[src/power_mode_pkg.sv]
package power_mode_pkg;

    // ****************************************
    // mode encoding, one-hot
    // ****************************************
    typedef enum logic [5:0] {
        ST_RUN       = 6'h01,
        ST_WAIT      = 6'h02,
        ST_STOP      = 6'h04,
        ST_VLP_RUN   = 6'h08,
        ST_VLP_WAIT  = 6'h10,
        ST_VLP_STOP  = 6'h20
    } power_state_e;

    // ****************************************
    // reported mode codes
    // ****************************************
    localparam logic [2:0] MODE_RUN = 3'h0;
    localparam logic [2:0] MODE_WAIT = 3'h1;
    localparam logic [2:0] MODE_STOP = 3'h2;
    localparam logic [2:0] MODE_VLP_RUN = 3'h4;
    localparam logic [2:0] MODE_VLP_WAIT = 3'h5;
    localparam logic [2:0] MODE_VLP_STOP = 3'h6;

    // ****************************************
    // clock limits in very-low-power run, in kHz
    // ****************************************
    localparam int VLP_CORE_CLOCK_KHZ = 4000;
    localparam int VLP_BUS_CLOCK_MAX_KHZ = 800;
    localparam int VLP_FLASH_ACCESS_KHZ = 1000;

endpackage

[src/chip_power_mode_controller.sv]
module chip_power_mode_controller (
    input wire logic clk_i,
    input wire logic rst_i,
    input wire logic wfi_req_i,
    input wire logic deep_sleep_i,
    input wire logic enter_vlp_req_i,
    input wire logic exit_vlp_req_i,
    input wire logic irq_pending_i,
    input wire logic async_wake_i,
    input wire logic timer_stop_en_i,
    input wire logic timer_clk_src_en_i,
    input wire logic uart_stop_en_i,
    input wire logic uart_clk_src_en_i,
    output logic [2:0] mode_o,
    output logic core_clk_en_o,
    output logic bus_clk_en_o,
    output logic periph_clk_en_o,
    output logic timer_clk_en_o,
    output logic uart_clk_en_o,
    output logic regulator_full_o,
    output logic flash_slow_mode_o,
    output logic low_voltage_detect_en_o,
    output logic irq_ctrl_en_o,
    output logic async_wake_en_o,
    output logic io_hold_o
);

    // ****************************************
    // input synchronisers
    // ****************************************
    // interrupt and wake levels arrive from other clock domains
    logic [1:0] wake_meta;
    logic [1:0] wake_sync;
    logic async_wake_s;

    always_ff @(posedge clk_i or posedge rst_i) begin
        if (rst_i) begin
            wake_meta <= 2'h0;
            wake_sync <= 2'h0;
        end else begin
            wake_meta <= {async_wake_i, irq_pending_i};
            wake_sync <= wake_meta;
        end
    end

    wire irq_s = wake_sync[0];
    assign async_wake_s = wake_sync[1];

    // ****************************************
    // mode sequencer
    // ****************************************
    power_mode_pkg::power_state_e state;
    power_mode_pkg::power_state_e next_state;

    // deep-sleep counts only in the cycle a wfi is taken
    // wait or stop select
    wire go_stop = deep_sleep_i;
    wire wake_any = irq_s | async_wake_s;

    always_comb begin
        next_state = state;
        case (state)
            power_mode_pkg::ST_RUN: begin
                // wfi wins over a vlp request in the same cycle
                // wfi sole entry
                if (wfi_req_i && go_stop) begin
                    next_state = power_mode_pkg::ST_STOP;
                end else if (wfi_req_i) begin
                    next_state = power_mode_pkg::ST_WAIT;
                end else if (enter_vlp_req_i) begin
                    next_state = power_mode_pkg::ST_VLP_RUN;
                end
            end
            power_mode_pkg::ST_WAIT: begin
                if (irq_s) begin
                    next_state = power_mode_pkg::ST_RUN;
                end
            end
            power_mode_pkg::ST_STOP: begin
                if (wake_any) begin
                    next_state = power_mode_pkg::ST_RUN;
                end
            end
            power_mode_pkg::ST_VLP_RUN: begin
                if (wfi_req_i && go_stop) begin
                    next_state = power_mode_pkg::ST_VLP_STOP;
                end else if (wfi_req_i) begin
                    next_state = power_mode_pkg::ST_VLP_WAIT;
                end else if (exit_vlp_req_i) begin
                    next_state = power_mode_pkg::ST_RUN;
                end
            end
            power_mode_pkg::ST_VLP_WAIT: begin
                if (irq_s) begin
                    next_state = power_mode_pkg::ST_VLP_RUN;
                end
            end
            // a stop returns to the run mode it was entered from
            // async wake to vlp run
            power_mode_pkg::ST_VLP_STOP: begin
                if (wake_any) begin
                    next_state = power_mode_pkg::ST_VLP_RUN;
                end
            end
            default: begin
                next_state = power_mode_pkg::ST_RUN;
            end
        endcase
    end

    always_ff @(posedge clk_i or posedge rst_i) begin
        if (rst_i) begin
            state <= power_mode_pkg::ST_RUN;
        end else begin
            state <= next_state;
        end
    end

    // ****************************************
    // mode decode
    // ****************************************
    wire in_run = (state == power_mode_pkg::ST_RUN);
    wire in_wait = (state == power_mode_pkg::ST_WAIT);
    wire in_stop = (state == power_mode_pkg::ST_STOP);
    wire in_vrun = (state == power_mode_pkg::ST_VLP_RUN);
    wire in_vwait = (state == power_mode_pkg::ST_VLP_WAIT);
    wire in_vstop = (state == power_mode_pkg::ST_VLP_STOP);
    // async wake input is heard only in the stop modes
    wire any_stop = in_stop | in_vstop;
    wire any_vlp = in_vrun | in_vwait | in_vstop;
    wire core_on = in_run | in_vrun;
    wire timer_keep = timer_stop_en_i & timer_clk_src_en_i;
    wire uart_keep = uart_stop_en_i & uart_clk_src_en_i;

    logic [2:0] next_mode;
    assign next_mode = in_wait ? power_mode_pkg::MODE_WAIT :
                       in_stop ? power_mode_pkg::MODE_STOP :
                       in_vrun ? power_mode_pkg::MODE_VLP_RUN :
                       in_vwait ? power_mode_pkg::MODE_VLP_WAIT :
                       in_vstop ? power_mode_pkg::MODE_VLP_STOP :
                       power_mode_pkg::MODE_RUN;

    // ****************************************
    // next output values
    // ****************************************
    // core sleeps in wait
    wire next_core_clk_en = core_on;
    wire next_bus_clk_en = ~any_stop;
    wire next_periph_clk_en = ~any_stop;

    wire next_timer_clk_en = ~any_stop | (in_vstop & timer_keep);
    wire next_uart_clk_en = ~any_stop | (in_vstop & uart_keep);

    wire next_regulator_full = ~any_vlp;
    wire next_flash_slow_mode = any_vlp;
    wire next_low_voltage_detect_en = ~any_vlp;

    wire next_irq_ctrl_en = ~any_stop;
    wire next_async_wake_en = any_stop;
    wire next_io_hold = 1'b1;

    // ****************************************
    // registered controls
    // ****************************************
    // registered so that no enable glitches on a mode change
    always_ff @(posedge clk_i or posedge rst_i) begin
        if (rst_i) begin
            mode_o <= power_mode_pkg::MODE_RUN;
            core_clk_en_o <= 1'b1;
            bus_clk_en_o <= 1'b1;
            periph_clk_en_o <= 1'b1;
            timer_clk_en_o <= 1'b1;
            uart_clk_en_o <= 1'b1;
            regulator_full_o <= 1'b1;
            flash_slow_mode_o <= 1'b0;
            low_voltage_detect_en_o <= 1'b1;
            irq_ctrl_en_o <= 1'b1;
            async_wake_en_o <= 1'b0;
            io_hold_o <= 1'b1;
        end else begin
            mode_o <= next_mode;
            core_clk_en_o <= next_core_clk_en;
            bus_clk_en_o <= next_bus_clk_en;
            periph_clk_en_o <= next_periph_clk_en;
            timer_clk_en_o <= next_timer_clk_en;
            uart_clk_en_o <= next_uart_clk_en;
            regulator_full_o <= next_regulator_full;
            flash_slow_mode_o <= next_flash_slow_mode;
            low_voltage_detect_en_o <= next_low_voltage_detect_en;
            irq_ctrl_en_o <= next_irq_ctrl_en;
            async_wake_en_o <= next_async_wake_en;
            io_hold_o <= next_io_hold;
        end
    end

endmodule

[config.mk]
export PLATFORM = sky130hd
export DESIGN_NAME = chip_power_mode_controller
export DESIGN_NICKNAME = d
export VERILOG_FILES = /design/src/power_mode_pkg.sv /design/src/chip_power_mode_controller.sv
export SDC_FILE = /design/constraint.sdc
export NUM_CORES = 1
export LEC_CHECK = 0
export ABC_AREA = 1
export BUFFER_PORTS_ARGS = -buffer_cell sky130_fd_sc_hd__buf_2
export CAP_MARGIN = 25
export CORE_ASPECT_RATIO = 0.5
export CORE_UTILIZATION = 30
export DETAILED_ROUTE_END_ITERATION = 16
export PLACE_DENSITY_LB_ADDON = 0.25
export SLEW_MARGIN = 20
export SYNTH_ARGS = -nofsm -noshare
export SYNTH_HDL_FRONTEND = slang
export SYNTH_SLANG_ARGS = --single-unit
export TNS_END_PERCENT = 10
[constraint.sdc]
create_clock -name clk_i -period 1.95 [get_ports clk_i]
set_clock_uncertainty 0.2 [all_clocks]
set_input_delay 0.0975 -clock clk_i [delete_from_list [all_inputs] [get_ports clk_i]]
set_output_delay 0.0975 -clock clk_i [all_outputs]
set_load 0.01 [all_outputs]
==> flow_summary.yaml <==
global_route:
  grt_overflow: 0
  antenna_found_initial: 0
  grt_max_degree: 21
  grt_pass1_wl_um: 3060
  grtUsageTotal_pct: 13.8
  grt_pass1_vias: 660
sta:
  setup_tns_ns: 0
  tightest_slew_ns: 0.734
  max_freq_ghz: 0.630
  relSlewSlack_pct: 51.0
  slew_viol_final: 0
  rsz0062_at_grt: "no"
  finalHoldViolCount: 0
  setup_violations: 0
  hold_slack_ns: 0.150
  min_period_ns: 1.59
  fin_crit_sh_pct: 81.5
cells_and_area:
  diodes: 0
  syn_to_final_growth_pct: 32.7
  stdcell_area_sq_um: 1220
  fin_nets: 149
  final_cell_mix: "buf_2, nand2_1, dfrtp_1"
  layout_commonest_cell: "buf_2"
  drive_gt1_share_pct: 32.4
  utilization_pct: 44.5
  fillers: 269
worst_setup_path:
  critPathRequiredTime_ns: 1.90
  crit_path_end: "state[3]"
  crit_path_end_kind: "flop"
  cp-start-kind: "flop"
  timing.rr.end: "state[3]"
  worstSetupStartpoint: "state[3]"
  ff2ff_path_depth: 8
  rr_startpoint: "state[3]"
  r2r_setup_slack_ns: 0.36
  arrival_ns: 1.54
  cp_max_fo: 9
  critPathKind: "reg -> reg"
placed_design:
  post_dp_cell_area_sq_um: 1060
  hpwl_um: 1380
  routabilityCongestion: 0.844
  numPortBuffers: 24
clock_network:
  postCtsSetupRepairBufs: 0
  tritoncts: "done"
  htreeDepth: 1
  clk_latency_ns: 0.26
  clock_path_buffers: 2
  cts_hold_buf: 11
  cts.sinks: 20
  numCtsBuffers: 3
  clk_pin_slew_worst_paths_ns: 0.07
  cts_root_buffer: "clkbuf_8"
  ctsResizeCount: 0
yosys:
  yosysUniqueCellTypes: 19
  synthCells: 101
  yosysSeqAreaShare_pct: 55.2
  syn_area_per_cell_sq_um: 9.12
  synth_nets: 113
  syn_area_sq_um: 921
  synth_seq_cells: 20
  ys_warn_count: 0
power_and_ir_drop:
  combPwrFrac_pct: 34.5
  power.density_nw_per_um2: 1130
  p_clk_share_pct: 22.6
  p_leak_uw: 0.000644
  p_int_uw: 885
  p_sw_share_pct: 35.9
  p_sw_uw: 496
  seqPwrFrac_pct: 42.9
  ir_drop_v: 0.000354
run_status:
  status: "completed"
drt:
  routed_wl_um: 1890
  firstDrtPassIters: 4
  wirelength_met1_um: 916
  drc: 0
  wl_per_cell_um: 10.9
  wl_met2_um: 836
  vias: 770
  avgViaCountPerCell: 4.45
  wl_met3_um: 105
  first_iter_violations: 34
  routed.top_layer: "met4"
  ant_nets: 0
die:
  rows: 13
  die_w_um: 80.4
  initial_core_util_pct: 33.5
  fp.dieH_um: 41.2
  core-area_sq_um: 2750
  ioPinCount: 26
  dieArea_sq_um: 3310
min_path:
  hold_depth: 0
  hp-class: "reg -> reg"
job:
  cap_violations: 0
## flip-flops by register name, summed over array words and instances (netlist names)
signal and cells:
async_wake_en_o 1, wake_sync 2, mode_o 3, core_clk_en_o 1, flash_slow_mode_o 1, state 6
uart_clk_en_o 1, timer_clk_en_o 1, low_voltage_detect_en_o 1, wake_meta 2, irq_ctrl_en_o 1
## cell usage after synthesis, drive strengths merged
| library cell | n | area [sq um] |
|---|---|---|
| nand2 | 24 | 103 |
| nor2 | 17 | 91.3 |
| dfrtp | 14 | 350 |
| inv | 13 | 48.8 |
| nand3 | 8 | 50.1 |
| dfstp | 6 | 158 |
| nand4 | 6 | 37.5 |
| o21ai | 5 | 25.0 |
| buf | 4 | 30.0 |
| conb | 1 | 3.75 |
| nand3b | 1 | 7.51 |
| o31ai | 1 | 7.51 |
| o41ai | 1 | 8.76 |
## worst min path at each step
stage	slack (ns)	end	from
detailed placement	0.007	wake_meta[1]	async_wake_i
finish	0.15	wake_sync[0]	wake_meta[0]
global placement	0.005	wake_meta[1]	async_wake_i
CTS	0.15	wake_sync[1]	wake_meta[1]
floorplan	-0.14	async_wake_en_o	rst_i
global route	0.16	wake_sync[0]	wake_meta[0]
## through the flow
stage	std cells	setup slack, ns	power (uW)
3_5_place_dp	158	0.391	1060
2_1_floorplan	101	0.547	933
4_1_cts	173	0.364	1390
3_3_place_gp	158	0.407	1050
5_1_grt	173	0.238	1490
6_report	173	0.362	1380
## logic make-up after synthesis
group / after synthesis / synth area share, %
AND/OR/NAND/NOR: 56 / 31.4
flip-flops: 20 / 55.2
buffers and inverters: 17 / 8.56
AO/OA/AOI/OAI: 7 / 4.48
other: 1 / 0.407
## layer usage
metal | vias to the layer above | global-route usage [%]
met5 | - | 0
met4 | 0 | 6.70
met3 | 2 | 4.67
met2 | 25 | 22.7
met1 | 357 | 16.8
li1 | 386 | -
## power by group through the flow
stage / Combinational [uW] / Sequential [uW] / Clock [uW]
final: 476 / 592 / 313
after global placement: 455 / 595 / 0
after detailed placement: 457 / 599 / 0
after CTS: 475 / 593 / 319
after global routing: 539 / 606 / 345
after floorplan: 311 / 623 / 0
## area by class of cell
| cell class | count | area, sq um | area share (%) |
|---|---|---|---|
| Tap cell | 37 | 46.3 | 3.79 |
| Timing Repair Buffer | 35 | 230 | 18.8 |
| Inverter | 13 | 48.8 | 3.99 |
| Clock buffer | 4 | 55.1 | 4.50 |
| Multi-Input combinational cell | 64 | 334 | 27.3 |
| Sequential cell | 20 | 508 | 41.6 |
## worst max-delay path: stages (launching register included)
cell     delay (ns)
dfrtp_1        0.45
nor2_4         0.24
nand3_2        0.19
nand2_4        0.13
nand2_2        0.05
nand2_1        0.07
nor2_1         0.04
nand2_1        0.06
nand2_1        0.05
Power figures use the tool's default switching activity.
